--- config.mk ---
export PLATFORM = sky130hd
export DESIGN_NAME = pdc_regs
export DESIGN_NICKNAME = d
export VERILOG_FILES = /design/src/verilog/pdc_pkg.sv /design/src/verilog/pdc_regs.sv
export VERILOG_INCLUDE_DIRS = /design/src /design/src/verilog
export SDC_FILE = /design/constraint.sdc
export NUM_CORES = 1
export LEC_CHECK = 0
export ABC_AREA = 1
export BUFFER_PORTS_ARGS = -buffer_cell sky130_fd_sc_hd__buf_4
export CAP_MARGIN = 0
export CORE_ASPECT_RATIO = 0.9
export CORE_MARGIN = 2
export CORE_UTILIZATION = 40
export CTS_CLUSTER_DIAMETER = 50
export DETAILED_ROUTE_END_ITERATION = 8
export PLACE_DENSITY = 0.63
export SYNTH_ARGS = -nofsm -noshare
export SYNTH_HDL_FRONTEND = slang
export SYNTH_SLANG_ARGS = --single-unit
--- constraint.sdc ---
create_clock -name clock -period 4.76 [get_ports clock]
set_input_delay 0.952 -clock clock [delete_from_list [all_inputs] [get_ports clock]]
set_output_delay 0.952 -clock clock [all_outputs]
set_load 0.1 [all_outputs]
--- src/verilog/pdc_map.svh ---
// Operation
// - Input divider bypassed unless bit 17 set
// - Doubler runs only when bits 16, 19 set
// - Feedback divider bits 15:8, reset 25
// - Total PLL multiplication is twice N
// - Bit 6 zero: automatic charge pump current
// - Bits 5:3 hold manual charge pump code
// - Lock detection only while bit 2 set
// - Lock window 128/256/512/1024 reference cycles; code counts divided reference ticks
// - Lock reported at status bit 24
// - Bit 26 set disables sync output circuitry
// - Calibration clock runs when bits 25, 26 clear
// - Writing one to bit 24 starts calibration
// - Lower limit used only while ramp enabled
// - Lower limit holds full 32-bit value
// - Input divider codes divide by 1/2/4/8
// - Doubler enable needs clock edge bit too
`ifndef PDC_MAP_SVH
`define PDC_MAP_SVH
`define PDC_IDX_STATUS     8'h00
`define PDC_IDX_RAMP_CTRL  8'h01
`define PDC_IDX_PLL_CTRL   8'h02
`define PDC_IDX_DAC_CTRL   8'h03
`define PDC_IDX_RAMP_LOW   8'h04
`define PDC_IDX_IRQ_STAT   8'h10
`define PDC_IDX_IRQ_MASK   8'h11
`define PDC_BIT_LOCK       24
`define PDC_BIT_RAMP_EN    19
`define PDC_BIT_DBL_EN     19
`define PDC_BIT_DIV_EN     17
`define PDC_BIT_DBL_EDGE   16
`define PDC_BIT_CP_MAN     6
`define PDC_BIT_LD_EN      2
`define PDC_BIT_SYNC_PD    26
`define PDC_BIT_CAL_PD     25
`define PDC_BIT_CAL_GO     24
`define PDC_RST_PLL_CTRL   32'h0000_1900
`define PDC_RST_DAC_CTRL   32'h0000_0000
`define PDC_FB_DIV_MIN     8'h0a
`define PDC_WIN_BASE       11'h080
`define PDC_IRQ_CAL_DONE   0
`define PDC_IRQ_LOCK_GAIN  1
`define PDC_IRQ_LOCK_LOSS  2
`endif

--- src/verilog/pdc_pkg.sv ---
package pdc_pkg;
  typedef enum logic [1:0] {
    CAL_IDLE = 2'b00,
    CAL_WAIT = 2'b01,
    CAL_RUN  = 2'b10
  } pdc_cal_state_t;

  typedef struct packed {
    logic        psel;
    logic        penable;
    logic        pwrite;
    logic [11:0] paddr;
    logic [31:0] pwdata;
  } pdc_apb_req_t;

  typedef struct packed {
    logic       div_en;
    logic [1:0] div_sel;
    logic       doubler_on;
    logic [7:0] fb_div;
    logic [8:0] mult;
    logic       fb_div_ok;
    logic       cp_manual;
    logic [2:0] cp_code;
  } pdc_pll_cfg_t;
endpackage

--- src/verilog/pdc_regs.sv ---
// Our own choice: the APB register port.
`include "pdc_map.svh"

module pdc_regs (
  input  wire logic                  clock,
  input  wire logic                  arst_n,
  input  wire pdc_pkg::pdc_apb_req_t apb_req,
  output logic                       pready,
  output logic [31:0]                prdata,
  output logic                       pslverr,
  input  wire logic                  ref_clk_pin,
  input  wire logic                  pd_in_window_pin,
  input  wire logic [2:0]            cp_auto_code,
  input  wire logic                  cal_done,
  output pdc_pkg::pdc_pll_cfg_t      pll_cfg,
  output logic                       lock_detect_on,
  output logic                       pll_locked,
  output logic                       sync_out_en,
  output logic                       cal_clk_en,
  output logic                       cal_start,
  output logic                       cal_busy,
  output logic                       ramp_en,
  output logic [31:0]                ramp_lower_limit,
  output logic                       irq
);
  import pdc_pkg::*;

  logic [31:0]    ramp_ctrl_ff;
  logic [31:0]    pll_ctrl_ff;
  logic [31:0]    dac_ctrl_ff;
  logic [31:0]    ramp_low_ff;
  logic [2:0]     irq_stat_ff;
  logic [2:0]     irq_mask_ff;
  logic [31:0]    prdata_ff;
  logic           pslverr_ff;
  logic [2:0]     ref_sync_ff;
  logic [1:0]     win_sync_ff;
  logic [2:0]     div_cnt_ff;
  logic [10:0]    lock_cnt_ff;
  logic           locked_ff;
  logic           cal_start_ff;
  pdc_cal_state_t cal_state_ff;
  pdc_cal_state_t nxt_cal_state;
  logic [7:0]     idx;
  logic           wr_acc;
  logic           setup;
  logic           ref_rise;
  logic           ref_tick;
  logic [10:0]    win_len;
  logic [2:0]     irq_set;
  logic           cal_go_wr;

  function automatic logic mapped(input logic [7:0] i);
    mapped = (i == `PDC_IDX_STATUS) || (i == `PDC_IDX_RAMP_CTRL) || (i == `PDC_IDX_PLL_CTRL) ||
             (i == `PDC_IDX_DAC_CTRL) || (i == `PDC_IDX_RAMP_LOW) || (i == `PDC_IDX_IRQ_STAT) ||
             (i == `PDC_IDX_IRQ_MASK);
  endfunction

  // Byte address is four times the register index
  assign idx    = apb_req.paddr[9:2];
  assign setup  = apb_req.psel && !apb_req.penable;
  assign wr_acc = apb_req.psel && apb_req.penable && apb_req.pwrite && mapped(idx)
                  && (apb_req.paddr[11:10] == 2'b00);

  // Read data is fetched in the setup cycle, so every access ends after one access cycle
  assign pready  = apb_req.psel && apb_req.penable;
  assign prdata  = prdata_ff;
  assign pslverr = pslverr_ff && pready;

  always_ff @(posedge clock or negedge arst_n) begin
    if (!arst_n) begin
      prdata_ff  <= 32'h0000_0000;
      pslverr_ff <= 1'b0;
    end else if (setup) begin
      pslverr_ff <= !mapped(idx) || (apb_req.paddr[11:10] != 2'b00);
      prdata_ff  <= 32'h0000_0000;
      if (!apb_req.pwrite && apb_req.paddr[11:10] == 2'b00) begin
        case (idx)
          `PDC_IDX_STATUS:    prdata_ff <= {7'h00, locked_ff, 24'h00_0000};
          `PDC_IDX_RAMP_CTRL: prdata_ff <= ramp_ctrl_ff;
          `PDC_IDX_PLL_CTRL:  prdata_ff <= {8'h00, pll_ctrl_ff[23:8], 1'b0, pll_ctrl_ff[6:0]};
          `PDC_IDX_DAC_CTRL:  prdata_ff <= {5'h00, dac_ctrl_ff[26:25], cal_busy, dac_ctrl_ff[23:0]};
          `PDC_IDX_RAMP_LOW:  prdata_ff <= ramp_low_ff;
          `PDC_IDX_IRQ_STAT:  prdata_ff <= {29'h0000_0000, irq_stat_ff};
          `PDC_IDX_IRQ_MASK:  prdata_ff <= {29'h0000_0000, irq_mask_ff};
          default:            prdata_ff <= 32'h0000_0000;
        endcase
      end
    end
  end

  // Codes below the supported range are kept as written; the analog side decides
  always_ff @(posedge clock or negedge arst_n) begin
    if (!arst_n) begin
      pll_ctrl_ff <= `PDC_RST_PLL_CTRL;
    end else if (wr_acc && idx == `PDC_IDX_PLL_CTRL) begin
      pll_ctrl_ff <= apb_req.pwdata;
    end
  end

  // Low bits are stored as software writes them; software owns their defaults
  always_ff @(posedge clock or negedge arst_n) begin
    if (!arst_n) begin
      dac_ctrl_ff <= `PDC_RST_DAC_CTRL;
    end else if (wr_acc && idx == `PDC_IDX_DAC_CTRL) begin
      dac_ctrl_ff <= {apb_req.pwdata[31:25], 1'b0, apb_req.pwdata[23:0]};
    end
  end

  always_ff @(posedge clock or negedge arst_n) begin
    if (!arst_n) begin
      ramp_ctrl_ff <= 32'h0000_0000;
      ramp_low_ff  <= 32'h0000_0000;
    end else if (wr_acc) begin
      if (idx == `PDC_IDX_RAMP_CTRL) begin
        ramp_ctrl_ff <= apb_req.pwdata;
      end
      if (idx == `PDC_IDX_RAMP_LOW) begin
        ramp_low_ff <= apb_req.pwdata;
      end
    end
  end

  // PLL configuration decode
  always_comb begin
    pll_cfg.div_en     = pll_ctrl_ff[`PDC_BIT_DIV_EN];
    pll_cfg.div_sel    = pll_ctrl_ff[`PDC_BIT_DIV_EN] ? pll_ctrl_ff[21:20] : 2'b00;
    pll_cfg.doubler_on = pll_ctrl_ff[`PDC_BIT_DBL_EDGE] && pll_ctrl_ff[`PDC_BIT_DBL_EN];
    pll_cfg.fb_div     = pll_ctrl_ff[15:8];
    pll_cfg.mult       = {pll_ctrl_ff[15:8], 1'b0};
    pll_cfg.fb_div_ok  = pll_ctrl_ff[15:8] >= `PDC_FB_DIV_MIN;
    pll_cfg.cp_manual  = pll_ctrl_ff[`PDC_BIT_CP_MAN];
    pll_cfg.cp_code    = pll_ctrl_ff[`PDC_BIT_CP_MAN] ? pll_ctrl_ff[5:3] : cp_auto_code;
  end

  // Reference clock and phase window come from pins
  always_ff @(posedge clock or negedge arst_n) begin
    if (!arst_n) begin
      ref_sync_ff <= 3'b000;
      win_sync_ff <= 2'b00;
    end else begin
      ref_sync_ff <= {ref_sync_ff[1:0], ref_clk_pin};
      win_sync_ff <= {win_sync_ff[0], pd_in_window_pin};
    end
  end

  assign ref_rise = ref_sync_ff[1] && !ref_sync_ff[2];

  // Divided reference: one tick per 1, 2, 4 or 8 reference edges
  always_ff @(posedge clock or negedge arst_n) begin
    if (!arst_n) begin
      div_cnt_ff <= 3'b000;
    end else if (ref_rise) begin
      div_cnt_ff <= ref_tick ? 3'b000 : div_cnt_ff + 3'b001;
    end
  end

  // A count left over from a larger ratio ends at once instead of wrapping
  assign ref_tick = ref_rise && (div_cnt_ff >= ((3'b001 << pll_cfg.div_sel) - 3'b001));
  assign win_len  = `PDC_WIN_BASE << pll_ctrl_ff[1:0];
  assign lock_detect_on = pll_ctrl_ff[`PDC_BIT_LD_EN];

  // Lock needs win_len consecutive in-window divided reference ticks
  always_ff @(posedge clock or negedge arst_n) begin
    if (!arst_n) begin
      lock_cnt_ff <= 11'h000;
      locked_ff   <= 1'b0;
    end else if (!lock_detect_on || !win_sync_ff[1]) begin
      lock_cnt_ff <= 11'h000;
      locked_ff   <= 1'b0;
    end else if (ref_tick && !locked_ff) begin
      if (lock_cnt_ff + 11'h001 >= win_len) begin
        locked_ff <= 1'b1;
      end
      lock_cnt_ff <= lock_cnt_ff + 11'h001;
    end
  end

  assign pll_locked = locked_ff;

  // Power-downs of sync output and calibration clock
  assign sync_out_en = !dac_ctrl_ff[`PDC_BIT_SYNC_PD];
  assign cal_clk_en  = !dac_ctrl_ff[`PDC_BIT_CAL_PD] && !dac_ctrl_ff[`PDC_BIT_SYNC_PD];

  // Calibration: a start waits until its clock runs, since it cannot progress without it
  assign cal_go_wr = wr_acc && idx == `PDC_IDX_DAC_CTRL && apb_req.pwdata[`PDC_BIT_CAL_GO];

  always_comb begin
    nxt_cal_state = cal_state_ff;
    case (cal_state_ff)
      CAL_IDLE: if (cal_go_wr) nxt_cal_state = CAL_WAIT;
      CAL_WAIT: if (cal_clk_en) nxt_cal_state = CAL_RUN;
      CAL_RUN:  if (cal_done) nxt_cal_state = CAL_IDLE;
      default:  nxt_cal_state = CAL_IDLE;
    endcase
  end

  always_ff @(posedge clock or negedge arst_n) begin
    if (!arst_n) begin
      cal_state_ff <= CAL_IDLE;
      cal_start_ff <= 1'b0;
    end else begin
      cal_state_ff <= nxt_cal_state;
      cal_start_ff <= (cal_state_ff == CAL_WAIT) && cal_clk_en;
    end
  end

  assign cal_start = cal_start_ff;
  assign cal_busy  = cal_state_ff != CAL_IDLE;

  // Ramp lower limit only counts while the ramp is enabled
  assign ramp_en          = ramp_ctrl_ff[`PDC_BIT_RAMP_EN];
  assign ramp_lower_limit = ramp_en ? ramp_low_ff : 32'h0000_0000;

  // Sticky events; a new event wins over a write-one clear in the same cycle
  assign irq_set[`PDC_IRQ_CAL_DONE]  = (cal_state_ff == CAL_RUN) && cal_done;
  assign irq_set[`PDC_IRQ_LOCK_GAIN] = lock_detect_on && win_sync_ff[1] && ref_tick && !locked_ff
                                       && (lock_cnt_ff + 11'h001 >= win_len);
  assign irq_set[`PDC_IRQ_LOCK_LOSS] = locked_ff && (!lock_detect_on || !win_sync_ff[1]);

  always_ff @(posedge clock or negedge arst_n) begin
    if (!arst_n) begin
      irq_stat_ff <= 3'b000;
      irq_mask_ff <= 3'b000;
    end else begin
      if (wr_acc && idx == `PDC_IDX_IRQ_MASK) begin
        irq_mask_ff <= apb_req.pwdata[2:0];
      end
      if (wr_acc && idx == `PDC_IDX_IRQ_STAT) begin
        irq_stat_ff <= (irq_stat_ff & ~apb_req.pwdata[2:0]) | irq_set;
      end else begin
        irq_stat_ff <= irq_stat_ff | irq_set;
      end
    end
  end

  assign irq = |(irq_stat_ff & irq_mask_ff);

  // Checks
  logic [10:0] win_seen_ff;
  always_ff @(posedge clock or negedge arst_n) begin
    if (!arst_n) begin
      win_seen_ff <= 11'h000;
    end else if (!lock_detect_on || !win_sync_ff[1]) begin
      win_seen_ff <= 11'h000;
    end else if (ref_tick && win_seen_ff != 11'h7ff) begin
      win_seen_ff <= win_seen_ff + 11'h001;
    end
  end

  no_bypass_div_a: assert property (@(posedge clock) disable iff (!arst_n)
    !pll_cfg.div_en |-> pll_cfg.div_sel == 2'b00) else $error("input divider not bypassed");

  doubler_gate_a: assert property (@(posedge clock) disable iff (!arst_n)
    pll_cfg.doubler_on == (pll_ctrl_ff[16] && pll_ctrl_ff[19])) else $error("doubler gating wrong");

  fb_reset_a: assert property (@(posedge clock) $rose(arst_n) |-> pll_cfg.fb_div == 8'd25)
    else $error("feedback divider reset value wrong");

  mult_twice_a: assert property (@(posedge clock) disable iff (!arst_n)
    pll_cfg.mult == 9'(2 * pll_cfg.fb_div)) else $error("multiplication not twice N");

  cp_select_a: assert property (@(posedge clock) disable iff (!arst_n)
    pll_cfg.cp_code == (pll_ctrl_ff[6] ? pll_ctrl_ff[5:3] : cp_auto_code)) else $error("cp code wrong");

  lock_off_a: assert property (@(posedge clock) disable iff (!arst_n)
    $fell(lock_detect_on) |=> !pll_locked) else $error("lock kept while detection off");

  lock_early_a: assert property (@(posedge clock) disable iff (!arst_n)
    $rose(pll_locked) |-> win_seen_ff >= win_len) else $error("lock before window filled");

  lock_read_a: assert property (@(posedge clock) disable iff (!arst_n)
    setup && !apb_req.pwrite && idx == `PDC_IDX_STATUS ##1 pready |-> prdata[24] == $past(pll_locked))
    else $error("lock readback wrong");

  sync_pd_a: assert property (@(posedge clock) disable iff (!arst_n)
    dac_ctrl_ff[26] |-> !sync_out_en && !cal_clk_en) else $error("sync power-down ignored");

  cal_start_a: assert property (@(posedge clock) disable iff (!arst_n)
    cal_go_wr && !cal_busy |=> cal_busy and (cal_clk_en |=> cal_start))
    else $error("cal not started");

  ramp_gate_a: assert property (@(posedge clock) disable iff (!arst_n)
    !ramp_en |-> ramp_lower_limit == 32'h0000_0000) else $error("ramp limit leaks when disabled");

  irq_sticky_a: assert property (@(posedge clock) disable iff (!arst_n)
    |irq_set |=> |irq_stat_ff) else $error("event not captured");

  cal_clk_a: assert property (@(posedge clock) disable iff (!arst_n)
    dac_ctrl_ff[`PDC_BIT_CAL_PD] |-> !cal_clk_en) else $error("cal clock runs while powered down");

  cal_hold_a: assert property (@(posedge clock) disable iff (!arst_n)
    cal_state_ff == CAL_WAIT && !cal_clk_en |=> !cal_start) else $error("cal started without its clock");

  cp_auto_a: assert property (@(posedge clock) disable iff (!arst_n)
    !pll_cfg.cp_manual |-> pll_cfg.cp_code == cp_auto_code) else $error("automatic cp code not used");

  div_sel_a: assert property (@(posedge clock) disable iff (!arst_n)
    pll_cfg.div_en |-> pll_cfg.div_sel == pll_ctrl_ff[21:20]) else $error("input divider code lost");

  div_tick_a: assert property (@(posedge clock) disable iff (!arst_n)
    !pll_cfg.div_en && ref_rise |-> ref_tick) else $error("bypassed divider dropped an edge");

  fb_store_a: assert property (@(posedge clock) disable iff (!arst_n)
    wr_acc && idx == `PDC_IDX_PLL_CTRL |=> pll_cfg.fb_div == $past(apb_req.pwdata[15:8]))
    else $error("feedback divider not stored");

  lock_gate_a: assert property (@(posedge clock) disable iff (!arst_n)
    !lock_detect_on |=> !pll_locked) else $error("lock reported while detection off");

  lock_drop_a: assert property (@(posedge clock) disable iff (!arst_n)
    pll_locked && !win_sync_ff[1] |=> !pll_locked) else $error("lock kept outside window");

  lock_flag_a: assert property (@(posedge clock) disable iff (!arst_n)
    $rose(pll_locked) |-> irq_stat_ff[`PDC_IRQ_LOCK_GAIN]) else $error("lock gain event missed");

  sync_on_a: assert property (@(posedge clock) disable iff (!arst_n)
    !dac_ctrl_ff[`PDC_BIT_SYNC_PD] |-> sync_out_en) else $error("sync output off while enabled");

  cal_pulse_a: assert property (@(posedge clock) disable iff (!arst_n)
    cal_start |=> !cal_start) else $error("cal start longer than one cycle");

  busy_hold_a: assert property (@(posedge clock) disable iff (!arst_n)
    cal_busy && !cal_done |=> cal_busy) else $error("cal busy dropped early");

  ramp_pass_a: assert property (@(posedge clock) disable iff (!arst_n)
    ramp_en |-> ramp_lower_limit == ramp_low_ff) else $error("ramp limit not passed through");

  irq_wins_a: assert property (@(posedge clock) disable iff (!arst_n)
    wr_acc && idx == `PDC_IDX_IRQ_STAT |=> (irq_stat_ff & $past(irq_set)) == $past(irq_set))
    else $error("event lost to clear");

  err_read_a: assert property (@(posedge clock) disable iff (!arst_n)
    pslverr |-> prdata == 32'h0000_0000) else $error("refused read returned data");

  wr_drop_a: assert property (@(posedge clock) disable iff (!arst_n)
    apb_req.pwrite && pslverr |=> $stable(pll_ctrl_ff) && $stable(dac_ctrl_ff) && $stable(ramp_ctrl_ff))
    else $error("refused write changed a register");

  lock_cov_c: cover property (@(posedge clock) disable iff (!arst_n) $rose(pll_locked));
  cal_cov_c:  cover property (@(posedge clock) disable iff (!arst_n) cal_state_ff == CAL_RUN ##1 !cal_busy);
  irq_cov_c:  cover property (@(posedge clock) disable iff (!arst_n) $rose(irq));
  loss_cov_c: cover property (@(posedge clock) disable iff (!arst_n) irq_set[`PDC_IRQ_LOCK_LOSS]);
  err_cov_c:  cover property (@(posedge clock) disable iff (!arst_n) pslverr);
endmodule

Word-level counts from Yosys, hierarchy flattened
Cells that the tools add are included.
- word-level logic and storage cells: 108
- input port bits: 55
- register bits: 176
- output and inout port bits: 100
- $add $sub $neg: 3
- $lt $le $gt $ge: 3
- equality and inequality tests: 11
- reduce and logical (&&, ||, !) cells: 53
- shift-type cells: 2
- bitwise operators: 5
- muxes and demuxes: 16
- operators by type and width (kind ; count):
    $pmux W32 S7 ; 1
    $mux W32 ; 2
    $logic_and A1 B1 Y1 ; 24
    $mux W11 ; 2
    $eq A8 B2 Y1 const B ; 2
    $eq A8 B5 Y1 const B ; 2
    $add A11 B1 Y11 const B ; 1
    $ge A11 B11 Y1 ; 1
    $shl A8 B2 Y11 const A ; 1
    $logic_not A1 Y1 ; 9
    $mux W3 ; 3
    $eq A8 B1 Y1 const B ; 1
    $eq A8 B3 Y1 const B ; 1
    $ge A8 B4 Y1 const B ; 1
    $logic_not A8 Y1 ; 1
    $logic_or A1 B1 Y1 ; 8
    $mux W2 ; 4
    $reduce_bool A2 Y1 ; 4
    $and A3 B3 Y3 ; 2
    $ne A2 B2 Y1 const B ; 3
    $or A3 B3 Y3 ; 2
    $pmux W2 S3 ; 1
    $reduce_and A2 Y1 ; 3
    $logic_not A2 Y1 ; 2
    10 further kinds ; 12

Longest topological paths before layout
Gate-level depths: netlist of the first run.
- depth in word-level cells: 13
- depth in mapped cells: 16
- mapped depth without buffers: 16

Worst setup path before layout of the first run
No wires, ideal clock.
- path type: reg-to-output
- start: reg pll_ctrl_ff[6]
- end: out pll_cfg[0] in the netlist's numbering
- cell stages (with the launch flop): 3
- data arrival time: 2561 ps
- path slack: 1247 ps
- data required time: 3808 ps
- path buffers: 0
- cells stage by stage: dfrtp_1 inv_1 o21ai_0
- RTL lines (element ; RTL line ; RTL):
    start, declared ; pdc_regs.sv:29 ; logic [31:0] pll_ctrl_ff;
    start signal, assigned ; pdc_regs.sv:95 ; pll_ctrl_ff <= `PDC_RST_PLL_CTRL;
    start signal, assigned ; pdc_regs.sv:97 ; pll_ctrl_ff <= apb_req.pwdata;
    end, declared ; pdc_regs.sv:15 ; output pdc_pkg::pdc_pll_cfg_t pll_cfg,

Worst setup path after layout of the first run
- start: reg ramp_ctrl_ff[19]
- end: out ramp_lower_limit[10]
- cells in the longest elaborated chain, start to end: 1
- RTL lines (element ; RTL line ; RTL):
    start, declared ; pdc_regs.sv:28 ; logic [31:0] ramp_ctrl_ff;
    start signal, assigned ; pdc_regs.sv:116 ; ramp_ctrl_ff <= apb_req.pwdata;
    $mux W32 ; pdc_regs.sv:213 ; assign ramp_lower_limit = ramp_en ? ramp_low_ff : 32'h0000_0000;
    end, declared ; pdc_regs.sv:23 ; output logic [31:0] ramp_lower_limit,
Every way passes these cells.

==> results of run 1 <==
[power by group through the flow]
| stage | logic [mW] | clock network [mW] | registers (mW) |
|---|---|---|---|
| after floorplan | 0.106 | 0 | 1.54 |
| after global placement | 0.204 | 0 | 1.54 |
| after detailed placement | 0.207 | 0 | 1.54 |
| after CTS | 0.207 | 1.42 | 1.51 |
| after global routing | 0.230 | 1.48 | 1.51 |
| final | 0.203 | 1.39 | 1.51 |
[state kept, by name (all words and copies together), names as in the netlist, 3 cells and up]
signal        cells
pll_ctrl_ff      23
lock_cnt_ff      11
ref_sync_ff       3
ramp_low_ff      32
div_cnt_ff        3
irq_mask_ff       3
irq_stat_ff       3
ramp_ctrl_ff     32
prdata           32
dac_ctrl_ff      26
[per-layer routing]
layer / up-vias / wire length, um / part of all wire (%)
met5: - / 0 / 0
met4: 0 / 208 / 0.91
met3: 20 / 1500 / 6.6
met2: 218 / 10200 / 45
met1: 3430 / 10900 / 48
li1: 3549 / - / -
[worst max-delay path by stage]
stage                          start                    to  depth (start not counted)
floorplan             pll_ctrl_ff[6]            pll_cfg[0]                          2
global placement         apb_req[41]      ramp_ctrl_ff[31]                          7
detailed placement       apb_req[41]      ramp_ctrl_ff[31]                          7
CTS                 ramp_ctrl_ff[19]  ramp_lower_limit[10]                          4
global route        ramp_ctrl_ff[19]  ramp_lower_limit[10]                          4
finish              ramp_ctrl_ff[19]  ramp_lower_limit[10]                          4
[cell type report]
cell class | instances | area (um2) | share of cell area [%]
clock inverters | 12 | 138 | 1.34
multi-input cells | 693 | 3290 | 32.0
inverters | 126 | 479 | 4.66
flip-flops and latches | 175 | 4380 | 42.6
clock buffers | 18 | 439 | 4.27
well taps | 286 | 358 | 3.48
repair buffers | 158 | 1200 | 11.7
[Yosys cell counts, types with 7 or more instances]
cell / number / area share [%]
nor2_1: 24 / 1.0
dfrtp_1: 172 / 50
buf_2: 22 / 1.3
nand3_1: 22 / 1.3
ha_1: 9 / 1.3
clkbuf_1: 10 / 0.44
a21oi_1: 7 / 0.41
inv_1: 117 / 5.1
nand4_1: 48 / 3.5
nand2_1: 424 / 19
buf_4: 20 / 1.7
buf_6: 12 / 1.6
o21ai_0: 60 / 3.5
xor2_1: 7 / 0.71
o21ai_1: 45 / 2.6
[metrics by stage]
step / hold slack [ps] / power, mW / worst slack (ps)
after floorplan: 331 / 1.65 / 1250
after global placement: 337 / 1.74 / 1510
after detailed placement: 340 / 1.75 / 1490
after CTS: 355 / 3.15 / 1840
after global routing: 357 / 3.23 / 1760
final: 352 / 3.11 / 1860
[logic make-up (layout without fill, tap and decap cells)]
logic type	Yosys count	after routing	synth area share, %
AND/OR/NAND/NOR	544	544	27.7
buffers and inverters	193	314	10.8
flip-flops	175	175	51.0
AO/OA/AOI/OAI	130	130	8.16
adder cells (fa/ha/maj)	9	9	1.31
XOR/XNOR	7	7	0.714
multiplexers	2	2	0.262
other	1	1	0.0437
[critical path, stage by stage (launching register included)]
cell and delay, ps:
dfrtp_1 590, buf_4 410, nand2_1 140, inv_1 90, buf_4 280
==> metrics.txt, run 1 <==
reg2reg path depth=11; Synth Warn #=0; hold-critical path endpoint=ref_sync_ff[1]; CTS Buf Count=17; Detail Placement HPWL=approximately 15 mm; number of global-route vias before repair=slightly below 7000; clock edge transition at the registers on the reported setup and hold paths=around 70 ps; commonest non-fill, non-tap cell in the layout=nand2_1; Clock Sinks=175; # diodes=0; Port Buffers=151; Residual DRC=0; hold path cells=0; final instance area=a little over 0.01 mm2; Worst setup EP type=output pin; drt pass-1 iters=5; Synth async-reset ratio=100%; Seq pwr share=48.7%; clock share of power=between 40 and 50%; Clock Latency Late Sink=430 ps; Fin. Hold Viols=0; grt met1 use=30.7%; antenna violations before repair=0; post-detailed-route wirelength per cell=15.5 um; syn_nets=roughly 1100; full die area=between 0.02 and 0.025 mm2; Layout fillers=2047; status=finished clean; Die X-Extent=roughly 160 um; Boundary Pins=155; first-pass GRT wire length=37.0 mm; WP data arrival=a little under 2000 ps; Max Cap Viol=0; leakage=~5.6 nW; Post-CTS Hold Fix Bufs=0; top fanout value on the critical path=26; part of the power in combinational logic=~6.5%; Placed Cells incl. Taps=approximately 1400; Core Area=0.0210 mm2; GRT met3 Usage=approximately 4.9%; Starting Density=41.0%; Setup TNS Final=0 ps; CTS tree=built; final core utilization=roughly half; Clock Skew=8.56 ps; top_reg_cell synth=dfrtp_1; most used routing layer=met2; maximum VDD drop=between 0.15 and 0.2 mV; Setup CP Type=flip-flop to output pin; Min-Delay Path Class=flip-flop to flip-flop; largest net degree at the start of global routing=99; post-synthesis sequential area ratio=between 50% and 60%; Via density=just under 5; fin nets=1235; DRT iter0 DRCs=632; Worst Min Path Start=ref_sync_ff[0]; Max Slew Vio Count=0; syn_area_per_cell=8.10 um2; Switching Share=24.3%; r2r setup slk=2500 ps; synthesized area=0.00859 mm2; GRT met2 Usage=33.0%; post-CTS sizing=0; Area growth syn-to-layout=19.8%; commonest non-fill, non-tap cells in the layout=424 x nand2_1, 172 x dfrtp_1, 156 x buf_4, 117 x inv_1, 60 x o21ai_0; Tmin final=2900 ps; Yosys reg bits=175; Final GP Congestion=0.781; sw power=0.755 mW; setup bufs post-CTS=0; Post-Place Cell Area=approximately 0.01 mm2; non-filler instance count after layout=1468; worst slew pin tran=983 ps; FF-to-FF Start=lock_cnt_ff[0]; pwr/cell area=302 mW/mm2; fmax=345 MHz; Setup Viol. Count Final=0; vias after detailed routing=7217; H-tree depth=4; CP required=about 3800 ps; Reg2Reg Capture Point=pll_locked; die height=143 um; layout cells sized above 1=19.0%; Site Rows=50; worst relative slew slack=roughly 34%; Post-Syn Instances=1061; root buf cell=clkbuf_16; Distinct cells, synth=41; Antenna Nets Post-Route=0; routed wire length=roughly 23 mm; CTS Buffer Depth=2; RSZ-0062 raised after global routing=no; period utilisation layout=60.9%; Remaining Overflow, GRT=0; Tot GR Track Use=21.3%; crit start category=flip-flop; number of flops mapped to enable cells by yosys=0; cell-internal power=between 2 and 2.5 mW
Note: power is estimated with default switching activity, not from simulation.
==> inputs of run 2 (changes only) <==
--- a/config.mk
+++ b/config.mk
@@ -6,7 +6,7 @@
 export SDC_FILE = /design/constraint.sdc
 export NUM_CORES = 1
 export LEC_CHECK = 0
-export ABC_AREA = 1
+export ABC_AREA = 0
 export BUFFER_PORTS_ARGS = -buffer_cell sky130_fd_sc_hd__buf_4
 export CAP_MARGIN = 0
 export CORE_ASPECT_RATIO = 0.9
@@ -14,7 +14,7 @@
 export CORE_UTILIZATION = 40
 export CTS_CLUSTER_DIAMETER = 50
 export DETAILED_ROUTE_END_ITERATION = 8
-export PLACE_DENSITY = 0.63
+export PLACE_DENSITY = 0.64
 export SYNTH_ARGS = -nofsm -noshare
 export SYNTH_HDL_FRONTEND = slang
 export SYNTH_SLANG_ARGS = --single-unit
==> constraint.sdc (replaced) <==
create_clock -name clock -period 2.78 [get_ports clock]
set_input_delay 0.556 -clock clock [delete_from_list [all_inputs] [get_ports clock]]
set_output_delay 0.556 -clock clock [all_outputs]
set_load 0.1 [all_outputs]
==> run 2 against run 1 <==
Register-to-register slack lost 2200 ps; clock-buffer cell count grew 3; synthesized cell count shrank 36%; critical path type is now flip-flop to flip-flop; clock power grew 88%; flip-flop and latch count is the same; combinational power grew 48%; routed wire length shrank 5.1%; cell count shrank 26%; worst hold slack lost 250 ps; power grew 76%.
==> metrics.txt, run 2 <==
status=finished clean; H-tree depth=4 (unchanged); synthesized area=0.00835 mm2 (-2.8%); Post-CTS Hold Fix Bufs=0 (unchanged); Distinct cells, synth=54 (+32%); post-detailed-route wirelength per cell=19.9 um (+28%); Setup Viol. Count Final=0 (unchanged); Max Cap Viol=0 (unchanged); Worst Setup EP=lock_cnt_ff[8]; top-count cell post-synth=dfrtp_1; layout cells sized above 1=40.8% (+22 points); Clock Skew=9.54 ps (+0.973 ps); fmax=408 MHz; first-pass GRT wire length=34.4 mm (-6.8%); crit start category=flip-flop; fin worst setup slack=329 ps (-1530 ps); Remaining Overflow, GRT=0 (unchanged); commonest non-fill, non-tap cells in the layout=172 x dfrtp_1, 166 x buf_4, 117 x mux2_2, 39 x and2_1, 35 x nand2_1; Starting Density=40.4% (-0.55 points); Port Buffers=151 (unchanged); Reg2Reg Capture Point=lock_cnt_ff[8]; Post-Syn Instances=679 (-36%); post-synthesis sequential area ratio=52.5% (+1.5 points); Area growth syn-to-layout=24.4%; Boundary Pins=155 (unchanged); Residual DRC=0 (unchanged); Via density=5.51 (+12%); Fin. Hold Viols=0 (unchanged); DRT iter0 DRCs=326 (-48%); Tmin final=2450 ps; Clock Sinks=175 (unchanged); maximum VDD drop=0.387 mV (+140%); Area contributors post-synth=dfrtp_1 52%, mux2_2 16%, mux2i_1 3.4%, and2_1 2.9%, a22o_1 2.8%; reg2reg path depth=7 (-4); Tot GR Track Use=20.2% (-1.0 points); Setup TNS Final=0 ps (unchanged); Die X-Extent=156 um (-1.4%); Yosys top cell area share=51.6% (+1.5 points); Detail Placement HPWL=14.4 mm (-2.7%); clock edge transition at the registers on the reported setup and hold paths=70 ps (about the same); syn_area_per_cell=12.3 um2 (+52%); full die area=0.0220 mm2 (-2.8%); Synth Warn #=0 (unchanged); Clock Latency Late Sink=420 ps (about the same); die height=141 um (-1.4%); antenna violations before repair=0 (unchanged); Core Area=0.0206 mm2 (-1.5%); worst slew pin tran=649 ps (-335 ps); final core utilization=50.3% (+1.2 points); vias after detailed routing=5979 (-17%); Final GP Congestion=0.785 (+0.50%); setup bufs post-CTS=0 (unchanged); worst relative slew slack=56.4% (+22 points); worst hold slack=100 ps (-252 ps); Setup CP Type=flip-flop to flip-flop; RSZ-0062 raised after global routing=no; # diodes=0 (unchanged); syn_nets=743 (-34%); largest net degree at the start of global routing=61 (-38%); r2r setup slk=330 ps (-2170 ps); Synth area leader=dfrtp_1; root buf cell=clkbuf_16; FF-to-FF Start=pll_ctrl_ff[17]; number of flops mapped to enable cells by yosys=0 (unchanged); leading cell types by count after synthesis=172 x dfrtp_1, 117 x mux2_2, 39 x and2_1; period utilisation layout=between 80% and 90%; Max Slew Vio Count=0 (unchanged); number of global-route vias before repair=6185 (-11%); Min-Delay Path Class=primary input to asynchronous set/reset pin; WP data arrival=2780 ps (+830 ps); total chip power=5.48 mW (+76%); Yosys reg bits=175 (unchanged); Antenna Nets Post-Route=0 (unchanged); routed wire length=21.6 mm (-5.1%); drt pass-1 iters=5 (unchanged); post-CTS sizing=0 (unchanged); CP required=3110 ps (-700 ps); CTS Buffer Depth=2 (unchanged); Critical Path Source=pll_ctrl_ff[17]; Site Rows=50 (unchanged); CTS tree=built; fin nets=876 (-29%); top_reg_cell synth=dfrtp_1; leakage=5.05 nW (-11%); commonest non-fill, non-tap cell in the layout=dfrtp_1; Worst setup EP type=flip-flop; pwr/cell area=528 mW/mm2 (+75%); CTS Buf Count=17 (unchanged); Synth async-reset ratio=100% (unchanged); dpl ws=270 ps (-1220 ps); top fanout value on the critical path=13 (-50%)
## run 2: cell count changes in the layout (fill, tap and decap cells not counted), sizes merged, moves of 15 or more
cell / before / now
nand2: 430 / 35
mux2: 2 / 122
inv: 127 / 8
o21ai: 105 / 16
nand4: 50 / 5
and2: 0 / 39
nor2: 35 / 6
a22oi: 0 / 28
mux2i: 0 / 28
a22o: 1 / 27
nand3: 26 / 6
o22ai: 5 / 20
## run 2: layout make-up
type / count / area, um2
fillers: 1873 / 10300
flip-flops and latches: 175 / 4380
multi-input cells: 441 / 3660
repair buffers: 171 / 1340
clock buffers: 21 / 470
well taps: 260 / 325
clock inverters: 11 / 179
inverters: 6 / 22.5
## run 2: worst min path at each step
stage | cells after the start | slack [ps] | endpoint | startpoint
global route | 1 | 130 | ramp_low_ff[13] | arst_n
detailed placement | 0 | 340 | win_sync_ff[1] | win_sync_ff[0]
finish | 1 | 100 | ramp_low_ff[13] | arst_n
CTS | 1 | 120 | ramp_low_ff[13] | arst_n
floorplan | 0 | 260 | cal_start | arst_n
global placement | 0 | 340 | ref_sync_ff[1] | ref_sync_ff[0]
## run 2: through the flow
stage | std cells | cell area, um2
3_5_place_dp | 1053 | 9730
3_3_place_gp | 1053 | 9730
6_report | 1085 | 10400
5_1_grt | 1085 | 10400
4_1_cts | 1085 | 10400
2_1_floorplan | 679 | 8350
## run 2: power by group
| group | internal, mW | leakage (nW) | total [mW] | switching [mW] |
|---|---|---|---|---|
| sequential | 2.56 | 2.41 | 2.56 | 0.00673 |
| combinational | 0.0964 | 2.33 | 0.301 | 0.205 |
| clock | 1.59 | 0.310 | 2.62 | 1.03 |
## run 2: routing by layer
metal / track usage, % / share of wire [%] / vias up
met2: 32.1 / 47 / 162
met5: 0 / 0 / -
met3: 5.41 / 6.0 / 15
met1: 27.4 / 46 / 3038
met4: 5.79 / 0.87 / 0
li1: - / - / 2764
## run 2: critical path: stages, from the launching register on
cell and delay (ps):
dfrtp_1 460, and2_1 220, or2_2 310, ha_1 280, nor2b_1 50, o21a_1 340, or4_1 520, a21oi_1 180
## run 2: logic make-up (layout without fill, tap and decap cells)
| kind of cell | Yosys count | after routing | share of synthesized area [%] |
|---|---|---|---|
| flip-flops | 175 | 175 | 52.5 |
| XOR/XNOR | 4 | 4 | 0.420 |
| AO/OA/AOI/OAI | 127 | 127 | 11.0 |
| AND/OR/NAND/NOR | 150 | 150 | 10.8 |
| adder cells (fa/ha/maj) | 9 | 9 | 1.35 |
| multiplexers | 150 | 150 | 19.8 |
| other | 1 | 1 | 0.0449 |
| buffers and inverters | 63 | 209 | 4.05 |
